===== src/core/mlsm_pkg.sv =====
// constants and types shared by the lock and sync monitor
package mlsm_pkg;
  localparam int CLK_HZ = 250_000_000;
  localparam int CLK_PERIOD_NS = 4;
  localparam int FS_NOM_HZ = 48_000;
  // 64-channel ceiling: 48 kHz plus one percent
  localparam int FS_MAX64_HZ = 48_480;
  localparam int NOM_FS_CYC = CLK_HZ / FS_NOM_HZ;
  localparam int MIN64_CYC = (CLK_HZ + FS_MAX64_HZ - 1) / FS_MAX64_HZ;
  // 12.5 percent is one eighth
  localparam int TOL_DIV = 8;
  localparam int PAYLOAD_BPS = 100_000_000;
  localparam int LINE_BPS = 125_000_000;
  localparam int BITS_PER_LINK_CLK = 4;
  localparam int LINK_HZ = LINE_BPS / BITS_PER_LINK_CLK;
  localparam int WIN_CYC = 1024;
  localparam int WIN_EDGES = WIN_CYC / (CLK_HZ / LINK_HZ);
  localparam int LOCK_TOL = 4;
  localparam int HOLD_TOL = 12;
  localparam int JIT_CYC = 2;
  localparam int SYNC_RUN = 4;
  localparam int PAIRS_LEGACY = 28;
  localparam int CH_LEGACY = 2 * PAIRS_LEGACY;
  localparam int CH_64 = 64;
  localparam int MIDI_CHANNELS = 16;
  localparam int MIDI_CH_IDX = CH_LEGACY - 1;
  localparam int DELAY_SS = 3;
  localparam int DELAY_DS = 6;
  localparam int DIV_MIN = 2;
  // register offsets
  localparam logic [7:0] REG_CTRL = 8'h00;
  localparam logic [7:0] REG_STATUS = 8'h04;
  localparam logic [7:0] REG_IRQ_STAT = 8'h08;
  localparam logic [7:0] REG_IRQ_MASK = 8'h0C;
  localparam logic [7:0] REG_DIV = 8'h10;
  // control fields
  localparam int CTRL_FOLLOW = 0;
  localparam int CTRL_DOUBLE = 1;
  localparam int CTRL_FMT64 = 2;
  localparam int CTRL_W = 3;
  localparam logic [2:0] CTRL_RST = 3'h0;
  // status fields
  localparam int ST_MADI = 0;
  localparam int ST_WORD = 2;
  localparam int ST_CARR = 4;
  localparam int ST_FOLLOW = 5;
  // interrupt bits
  localparam int IRQ_MADI = 0;
  localparam int IRQ_WORD = 1;
  localparam int IRQ_CARR = 2;
  localparam int IRQ_FMT = 3;
  localparam int IRQ_RATE = 4;
  localparam int IRQ_W = 5;
  typedef enum logic [1:0] {
    CLK_NO_LOCK = 2'h0,
    CLK_LOCK = 2'h1,
    CLK_SYNC = 2'h2
  } mlsm_clk_state_t;
  typedef enum logic [1:0] {
    CR_HUNT = 2'b01,
    CR_LOCK = 2'b10
  } mlsm_carr_t;
endpackage


===== src/core/mlsm_monitor.sv =====
// clock lock and sync monitor for a multichannel serial audio link
// Contract
// - legacy frame carries 28 pairs, 56 channels
// - legacy format tolerates rate within 12.5 percent
// - 64-channel format limited to 48k plus 1%
// - payload 100 Mbit/s, line runs 125 Mbit/s
// - carry 16 MIDI channels in user bits
// - lock on carrier match, hold through drift
// - report no lock, lock or sync per input
// - sync only when exactly synchronous to sample clock
// - master uses internal clock, follow mode uses input
// - monitoring delay three samples at single speed
// - monitoring delay six samples at double speed
`timescale 1ns/1ps
`default_nettype none
module mlsm_monitor #(
  parameter int FS_NOM_CYC = mlsm_pkg::NOM_FS_CYC,
  parameter int FS_MIN64_CYC = mlsm_pkg::MIN64_CYC,
  parameter int MON_W = 24
) (
  input wire logic clk_i,
  input wire logic reset_n_i,
  input wire logic [7:0] reg_addr_i,
  input wire logic [31:0] reg_wdata_i,
  input wire logic reg_we_i,
  input wire logic reg_re_i,
  output logic [31:0] reg_rdata_o,
  input wire logic madi_clk_i,
  input wire logic madi_fs_i,
  input wire logic word_clk_i,
  input wire logic frame_start_i,
  input wire logic ch_strobe_i,
  input wire logic ch_user_bit_i,
  input wire logic [MON_W-1:0] mon_data_i,
  output logic [MON_W-1:0] mon_data_o,
  output logic sample_tick_o,
  output logic midi_bit_o,
  output logic midi_valid_o,
  output logic irq_o
);
  localparam logic [15:0] NOM = 16'(FS_NOM_CYC);
  localparam logic [15:0] TOL = 16'(FS_NOM_CYC / mlsm_pkg::TOL_DIV);
  localparam logic [15:0] HI = NOM + TOL;
  localparam logic [15:0] LO = NOM - TOL;
  localparam logic [15:0] MIN64 = 16'(FS_MIN64_CYC);
  localparam logic [15:0] TMO = 16'(2 * FS_NOM_CYC);
  localparam logic [15:0] JIT = 16'(mlsm_pkg::JIT_CYC);
  localparam logic [15:0] WLAST = 16'(mlsm_pkg::WIN_CYC - 1);
  localparam logic [15:0] WEDG = 16'(mlsm_pkg::WIN_EDGES);
  localparam logic [15:0] LTOL = 16'(mlsm_pkg::LOCK_TOL);
  localparam logic [15:0] HTOL = 16'(mlsm_pkg::HOLD_TOL);
  localparam logic [15:0] DMIN = 16'(mlsm_pkg::DIV_MIN);
  localparam logic [2:0] SRUN = 3'(mlsm_pkg::SYNC_RUN);
  localparam logic [6:0] LIM56 = 7'(mlsm_pkg::CH_LEGACY);
  localparam logic [6:0] LIM64 = 7'(mlsm_pkg::CH_64);
  localparam logic [6:0] MIDX = 7'(mlsm_pkg::MIDI_CH_IDX);
  localparam logic [2:0] DSS = 3'(mlsm_pkg::DELAY_SS);
  localparam logic [2:0] DDS = 3'(mlsm_pkg::DELAY_DS);

  if (FS_NOM_CYC < 64 || 2 * FS_NOM_CYC > 65535 ||
      FS_MIN64_CYC > FS_NOM_CYC || FS_MIN64_CYC <= LO ||
      MON_W < 1) begin : g_bad
    $error("mlsm_monitor: parameters out of range");
  end

  function automatic logic [15:0] adiff(input logic [15:0] a,
                                        input logic [15:0] b);
    adiff = (a > b) ? a - b : b - a;
  endfunction

  function automatic mlsm_pkg::mlsm_clk_state_t enc_state(
      input logic lock, input logic sync);
    if (!lock) begin
      enc_state = mlsm_pkg::CLK_NO_LOCK;
    end else if (sync) begin
      enc_state = mlsm_pkg::CLK_SYNC;
    end else begin
      enc_state = mlsm_pkg::CLK_LOCK;
    end
  endfunction

  // pin synchronisers: carrier, frame rate clock, word clock
  logic [2:0] raw, s1, s2, s3, rise;
  assign raw = {word_clk_i, madi_fs_i, madi_clk_i};
  always_ff @(posedge clk_i) begin
    if (!reset_n_i) begin
      s1 <= 3'h0;
      s2 <= 3'h0;
      s3 <= 3'h0;
    end else begin
      s1 <= raw;
      s2 <= s1;
      s3 <= s2;
    end
  end
  assign rise = s2 & ~s3;

  // register state
  logic [2:0] ctrl, next_ctrl;
  logic [15:0] div, next_div;
  logic [4:0] ist, next_ist, imask, next_imask, ev;
  logic [31:0] rd, next_rd;
  logic follow_act, tick;
  logic [1:0] lock_v, lock_chg;
  logic [3:0] st_v;

  // carrier lock detector
  mlsm_pkg::mlsm_carr_t carr, next_carr;
  logic [15:0] win, next_win, edg, next_edg;
  logic carr_chg;
  always_comb begin
    next_win = win + 16'h0001;
    next_edg = edg + {15'h0, rise[0]};
    next_carr = carr;
    carr_chg = 1'b0;
    if (win == WLAST) begin
      next_win = 16'h0000;
      next_edg = 16'h0000;
      case (carr)
        mlsm_pkg::CR_HUNT: begin
          // link clock is 125 Mbit/s over four bits
          if (adiff(edg, WEDG) <= LTOL) begin
            next_carr = mlsm_pkg::CR_LOCK;
            carr_chg = 1'b1;
          end
        end
        mlsm_pkg::CR_LOCK: begin
          // wider hold window tracks drift
          if (adiff(edg, WEDG) > HTOL) begin
            next_carr = mlsm_pkg::CR_HUNT;
            carr_chg = 1'b1;
          end
        end
        default: begin
          next_carr = mlsm_pkg::CR_HUNT;
        end
      endcase
    end
  end
  always_ff @(posedge clk_i) begin
    if (!reset_n_i) begin
      carr <= mlsm_pkg::CR_HUNT;
      win <= 16'h0000;
      edg <= 16'h0000;
    end else begin
      carr <= next_carr;
      win <= next_win;
      edg <= next_edg;
    end
  end

  // per clock input: lock by period, sync by tick count per edge
  logic rate_ev;
  genvar gi;
  for (gi = 0; gi < 2; gi++) begin : g_mon
    logic [15:0] per, next_per, last, next_last, lo;
    logic lock, next_lock, in_rng;
    logic [1:0] tk, next_tk, iv;
    logic [2:0] run, next_run;
    logic car_ok;
    assign car_ok = (gi != 0) || (carr == mlsm_pkg::CR_LOCK);
    // 64-channel mode caps the rate, legacy allows 12.5 percent
    assign lo = ctrl[mlsm_pkg::CTRL_FMT64] ? MIN64 : LO;
    assign in_rng = (per >= lo) && (per <= HI);
    assign iv = tk + {1'b0, tick};
    always_comb begin
      next_per = (per == 16'hFFFF) ? per : per + 16'h0001;
      next_last = last;
      next_lock = lock;
      next_tk = tk;
      next_run = run;
      if (tick && tk != 2'h3) begin
        next_tk = tk + 2'h1;
      end
      if (rise[gi+1]) begin
        next_per = 16'h0001;
        next_last = per;
        // stable period in range means locked
        next_lock = car_ok && in_rng && (adiff(per, last) <= JIT);
        // a tick on the edge closes the old interval only
        next_tk = 2'h0;
        // exactly one sample tick per edge, four edges in a row, means sync
        if (next_lock && iv == 2'h1) begin
          if (run != 3'h7) begin
            next_run = run + 3'h1;
          end
        end else begin
          next_run = 3'h0;
        end
      end else if (per >= TMO || !car_ok) begin
        next_lock = 1'b0;
        next_run = 3'h0;
      end
    end
    always_ff @(posedge clk_i) begin
      if (!reset_n_i) begin
        per <= 16'h0000;
        last <= 16'h0000;
        lock <= 1'b0;
        tk <= 2'h0;
        run <= 3'h0;
      end else begin
        per <= next_per;
        last <= next_last;
        lock <= next_lock;
        tk <= next_tk;
        run <= next_run;
      end
    end
    assign lock_v[gi] = lock;
    assign lock_chg[gi] = lock ^ next_lock;
    assign st_v[2*gi+1:2*gi] = enc_state(lock, run >= SRUN);
    if (gi == 0) begin : g_madi
      assign rate_ev = rise[1] && car_ok && !in_rng;
    end
  end

  // sample clock: internal divider or recovered frame clock
  logic [15:0] dcnt, next_dcnt;
  logic int_tick;
  assign int_tick = (dcnt >= div - 16'h0001);
  always_comb begin
    next_dcnt = int_tick ? 16'h0000 : dcnt + 16'h0001;
  end
  always_ff @(posedge clk_i) begin
    if (!reset_n_i) begin
      dcnt <= 16'h0000;
    end else begin
      dcnt <= next_dcnt;
    end
  end
  // falls back to internal clock while the input is unlocked
  assign follow_act = ctrl[mlsm_pkg::CTRL_FOLLOW] && lock_v[0];
  assign tick = follow_act ? rise[1] : int_tick;
  assign sample_tick_o = tick;

  // frame channel count and hidden MIDI user bit
  logic [6:0] chn, next_chn, idx, lim;
  logic midi, next_midi, mval, next_mval, fmt_ev;
  assign idx = frame_start_i ? 7'h00 : chn;
  // legacy frame is 28 pairs, 56 channels
  assign lim = ctrl[mlsm_pkg::CTRL_FMT64] ? LIM64 : LIM56;
  always_comb begin
    next_chn = chn;
    next_midi = midi;
    next_mval = 1'b0;
    fmt_ev = 1'b0;
    if (frame_start_i) begin
      fmt_ev = chn > lim;
      next_chn = {6'h00, ch_strobe_i};
    end else if (ch_strobe_i && chn != 7'h7F) begin
      next_chn = chn + 7'h01;
    end
    // user bit of channel index 55, the last legacy channel, carries the MIDI stream
    if (ch_strobe_i && idx == MIDX) begin
      next_midi = ch_user_bit_i;
      next_mval = 1'b1;
    end
  end
  always_ff @(posedge clk_i) begin
    if (!reset_n_i) begin
      chn <= 7'h00;
      midi <= 1'b0;
      mval <= 1'b0;
    end else begin
      chn <= next_chn;
      midi <= next_midi;
      mval <= next_mval;
    end
  end
  assign midi_bit_o = midi;
  assign midi_valid_o = mval;

  // monitoring delay line, three or six samples
  logic [2:0] wp, next_wp, rp, dly;
  assign dly = ctrl[mlsm_pkg::CTRL_DOUBLE] ? DDS : DSS;
  assign rp = wp - dly;
  always_comb begin
    next_wp = tick ? wp + 3'h1 : wp;
  end
  always_ff @(posedge clk_i) begin
    if (!reset_n_i) begin
      wp <= 3'h0;
    end else begin
      wp <= next_wp;
    end
  end
  mlsm_delay_mem #(
    .W(MON_W),
    .AW(3)
  ) u_mem (
    .clk_i(clk_i),
    .we_i(tick),
    .waddr_i(wp),
    .wdata_i(mon_data_i),
    .re_i(tick),
    .raddr_i(rp),
    .rdata_o(mon_data_o)
  );

  // register file and interrupts
  logic wr_stat;
  logic [31:0] status;
  assign ev = {rate_ev, fmt_ev, carr_chg, lock_chg};
  assign wr_stat = reg_we_i && reg_addr_i == mlsm_pkg::REG_IRQ_STAT;
  assign status = {26'h0, follow_act, carr == mlsm_pkg::CR_LOCK, st_v};
  always_comb begin
    next_ctrl = ctrl;
    next_div = div;
    next_imask = imask;
    next_rd = 32'h0000_0000;
    // a new event wins over a write-one clear
    next_ist = (ist & ~(wr_stat ? reg_wdata_i[4:0] : 5'h00)) | ev;
    if (reg_we_i) begin
      case (reg_addr_i)
        mlsm_pkg::REG_CTRL: begin
          next_ctrl = reg_wdata_i[2:0];
        end
        mlsm_pkg::REG_IRQ_MASK: begin
          next_imask = reg_wdata_i[4:0];
        end
        mlsm_pkg::REG_DIV: begin
          next_div = (reg_wdata_i[15:0] < DMIN) ? DMIN
                                                : reg_wdata_i[15:0];
        end
        default: begin
          next_ctrl = ctrl;
        end
      endcase
    end
    if (reg_re_i) begin
      case (reg_addr_i)
        mlsm_pkg::REG_CTRL: next_rd = {29'h0, ctrl};
        mlsm_pkg::REG_STATUS: next_rd = status;
        mlsm_pkg::REG_IRQ_STAT: next_rd = {27'h0, ist};
        mlsm_pkg::REG_IRQ_MASK: next_rd = {27'h0, imask};
        mlsm_pkg::REG_DIV: next_rd = {16'h0, div};
        default: next_rd = 32'h0000_0000;
      endcase
    end
  end
  always_ff @(posedge clk_i) begin
    if (!reset_n_i) begin
      ctrl <= mlsm_pkg::CTRL_RST;
      div <= NOM;
      ist <= 5'h00;
      imask <= 5'h00;
      rd <= 32'h0000_0000;
    end else begin
      ctrl <= next_ctrl;
      div <= next_div;
      ist <= next_ist;
      imask <= next_imask;
      rd <= next_rd;
    end
  end
  assign reg_rdata_o = rd;
  assign irq_o = |(ist & imask);
endmodule
`default_nettype wire


===== src/core/mlsm_delay_mem.sv =====
// small sample memory for the monitoring delay line
`timescale 1ns/1ps
`default_nettype none
module mlsm_delay_mem #(
  parameter int W = 24,
  parameter int AW = 3
) (
  input wire logic clk_i,
  input wire logic we_i,
  input wire logic [AW-1:0] waddr_i,
  input wire logic [W-1:0] wdata_i,
  input wire logic re_i,
  input wire logic [AW-1:0] raddr_i,
  output logic [W-1:0] rdata_o
);
  logic [W-1:0] mem [2**AW];
  always_ff @(posedge clk_i) begin
    if (we_i) begin
      mem[waddr_i] <= wdata_i;
    end
    if (re_i) begin
      rdata_o <= mem[raddr_i];
    end
  end
endmodule
`default_nettype wire


===== config.mk =====
export PLATFORM = sky130hd
export DESIGN_NAME = mlsm_monitor
export DESIGN_NICKNAME = d
export VERILOG_FILES = /design/src/core/mlsm_pkg.sv /design/src/core/mlsm_monitor.sv /design/src/core/mlsm_delay_mem.sv
export SDC_FILE = /design/constraint.sdc
export NUM_CORES = 1
export LEC_CHECK = 0
export CAP_MARGIN = 10
export CORE_ASPECT_RATIO = 0.5
export CORE_MARGIN = 10
export CORE_UTILIZATION = 55
export CTS_CLUSTER_SIZE = 10
export DETAILED_ROUTE_END_ITERATION = 12
export DONT_BUFFER_PORTS = 1
export GPL_TIMING_DRIVEN = 1
export PLACE_DENSITY = 0.72
export SYNTH_ARGS = -nofsm -noshare
export SYNTH_HDL_FRONTEND = slang
export SYNTH_SLANG_ARGS = --single-unit

===== constraint.sdc =====
create_clock -name clk_i -period 20.7 [get_ports clk_i]
set_clock_uncertainty 0.15 [all_clocks]
set_input_delay 4.14 -clock clk_i [delete_from_list [all_inputs] [get_ports clk_i]]
set_output_delay 4.14 -clock clk_i [all_outputs]
set_load 0.03 [all_outputs]

==> impl_metrics.csv <==
group,metric,value,unit
status,status,"complete, no violations",
synthesis,syn_avg_cell_area,10.7,µm²
pwr,clkPwrFrac,0.437,
synthesis,yosysMostFrequentCell,"edfxtp_1",
job,drv_cap,0,
grt,grt.total_usage,0.192,
setup_path,crit_buf_inv,1,
sta,rsz0062_at_grt,"false",
hold_path,hp-class,"reg2reg",
synthesis,synth_edf_count,216,
pwr,seqPwrFrac,0.510,
synthesis,yosysWarnings,0,
sta,slew_headroom,0.353,
clock_tree,postCtsSetupRepairBufs,0,
floorplanning,start_util,0.556,
synthesis,synth_top_area_share,0.312,
clock_tree,numCtsBuffers,46,
sta,drv_slew,0,
setup_path,cp_cell_sequence,"inv_1 > ha_1 > nand2_1 > nor3_1 > nand2b_1 > nor4_1 > xnor2_1 > ha_1 > a21o_1 > a21oi_1 > nand2b_1 > a2111oi_0 > o31a_1 > a21oi_4",
synthesis,async_flop_share,0,
pwr,p_comb_frac,0.053,
synthesis,yosys-top-cells-area,"edfxtp_1 31%, dfxtp_1 18%, ha_1 7.6%",
place,dp_cells,2364,
pwr,power.density,74.7,nW/µm²
setup_path,required,16.41,ns
setup_path,end_kind,"output pin",
hold_path,hp-start,"s1[0]",
synthesis,ys_ff_latch,408,
setup_path,cp-start-kind,"flop",
place,dp_hpwl,30.0,mm
sta,worst_slack,12.37,ns
grt,grt_pass1_vias,13547,
floorplanning,core-area,37300,µm²
synthesis,seq_area_frac_synth,0.497,
setup_path,cp.arrival,4.04,ns
synthesis,synthesis.area,20800,µm²
detailed_routing,ant_nets,0,
floorplanning,io_pins,134,
cells_and_area,synthToLayoutAreaGrowth,8.26,%
synthesis,synth_cell_types,84,
synthesis,postSynthCellCount,1934,
detailed_routing,drt-vias-per-instance,5.81,
pwr,swShare,0.224,
clock_tree,htree_levels,2,
clock_tree,clk_path_buf_depth,3,
detailed_routing,routed_wl,45.4,mm
floorplanning,dieArea,46400,µm²
detailed_routing,drc,0,
clock_tree,cts_num_sinks,408,
clock_tree,cts-resized-gates,0,
clock_tree,clock-root-buffer,"clkbuf_16",
synthesis,synth_top_area_cell,"edfxtp_1",
pwr,p_sw,376,µW
detailed_routing,first_pass_iters,5,
sta,finalCriticalPeriod,8.33,ns
setup_path,crit_family,"compound AO/OA/AOI/OAI gates",
grt,grt_pass1_wl,72.6,mm
floorplanning,rows,50,
detailed_routing,drt-initial-drc-count,1043,
sta,finalHoldViolCount,0,
setup_path,crit_type,"reg2out",
sta,fin_setup_tns,0,ns
place,place_congestion,0.880,
sta,worst_slew_pin_slew,0.957,ns
cells_and_area,final_cells,2440,
clock_tree,cts.clk_slew.worst_paths,0.06,ns
floorplanning,fp.dieW,295,µm
setup_path,path_max_fanout,5,
detailed_routing,dr_total_vias,14185,
detailed_routing,wire_per_inst,18.6,µm
clock_tree,cts_hold_buf,0,
cells_and_area,fin_nets,2122,
sta,timing.fmax,120,MHz
floorplanning,die_h,157,µm
pwr,vdd_drop_max,0.0000851,V
grt,grt_max_degree,68,
pwr,p_int,1300,µW
setup_path,r2r_start,"div[0]",
pwr,p_leak,0.00813,µW
synthesis,ys_top_cells_by_count,"216 x edfxtp_1, 192 x dfxtp_1, 181 x nand2_1",
grt,grt_antenna_before_repair,1,
cells_and_area,antenna_cells,0,
synthesis,synth_flop_cell,"edfxtp_1",
setup_path,crit_start,"div[0]",
place,portBuffers,0,
setup_path,cpPeakStageDelay,0.46,ns
setup_path,cp_slowest_cell,"nor4_1",
pwr,total_power,1680,µW
place,pre_cts_ws,12.90,ns
cells_and_area,layout-drive-gt1-share,0.0904,
grt,grt-ovfl-total,0,
sta,setup_viol,0,
clock_tree,tritoncts,"done",
clock_tree,clock_latency,0.57,ns
sta,finalCritPeriodShare,0.402,
## power groups by stage
| stage | clock [µW] | sequential, µW | combinational [µW] |
|---|---|---|---|
| floorplan | 0 | 873 | 74.5 |
| global placement | 0 | 875 | 86.3 |
| detailed placement | 0 | 875 | 87.6 |
| CTS | 752 | 858 | 88.0 |
| global route | 791 | 858 | 97.7 |
| finish | 734 | 858 | 88.5 |
## state kept, by name, summed over array words and instances (netlist names), 6 cells and up
| register | cells |
|---|---|
| chn | 7 |
| dcnt | 16 |
| div | 16 |
| edg | 16 |
| g_mon.last | 32 |
| g_mon.per | 32 |
| g_mon.run | 6 |
| reg_rdata_o | 16 |
| u_mem.mem | 192 |
| u_mem.rdata_o | 24 |
| win | 16 |
## through the flow
stage	cell area [µm²]	hold WS, ns	utilization
floorplan	20800	0.262	-
global placement	21200	0.265	0.567
detailed placement	21200	0.270	0.567
CTS	22500	0.283	0.602
global route	22500	0.293	0.602
finish	22500	0.282	0.602
## per-layer routing
layer	routed length, µm	GRT usage	up-vias
met4	739	0.0447	2
met3	2710	0.0408	63
met2	21800	0.326	324
met5	18	0	-
li1	-	-	6944
met1	20100	0.251	6852
## final timing paths
kind | slack, ns | cells past startpoint | endpoint
worst min register to register | 0.28 | 1 | s2[0]
worst max-delay path | 12.37 | 14 | sample_tick_o
worst min-delay path | 0.28 | 1 | s2[0]
worst max register to register | 15.35 | 21 | g_mon[1].run[0]
## final cells by class
cell class	instances	area [µm²]
Timing Repair Buffer	17	128
Fill cell	2990	14900
Clock buffer	73	1250
Clock inverter	3	76.3
Multi-Input combinational cell	1344	9710
Inverter	101	379
Tap cell	494	618
Sequential cell	408	10300
## kinds of logic (layout without fill, tap and decap cells)
logic type	after synthesis	after routing	share of synthesized area
AND/OR/NAND/NOR	633	633	0.147
buffers and inverters	197	194	0.0409
multiplexers	98	98	0.0777
AO/OA/AOI/OAI	360	360	0.112
XOR/XNOR	107	107	0.0451
flip-flops	408	408	0.497
adder cells (fa/ha/maj)	130	130	0.0797
other	1	16	0.000180
## cell usage in the layout (no fill, tap or decap), types with 19 or more instances in the layout
master / netlist / final
xnor2_1: 66 / 65
dfxtp_1: 192 / 192
and3_1: 24 / 24
inv_1: 101 / 100
nand2_1: 181 / 181
a21o_1: 19 / 19
nor4_1: 22 / 22
clkbuf_16: 0 / 46
mux2i_1: 23 / 23
nand2b_1: 26 / 26
nor3_1: 29 / 27
mux2_2: 27 / 27
and2_1: 28 / 28
mux4_2: 48 / 48
edfxtp_1: 216 / 216
clkbuf_1: 47 / 27
nand3_1: 65 / 65
xor2_1: 41 / 41
a21oi_1: 145 / 144
ha_1: 126 / 125
o21ai_0: 47 / 47
nor2_1: 174 / 168
No activity file was read; power rests on OpenSTA's default activity.
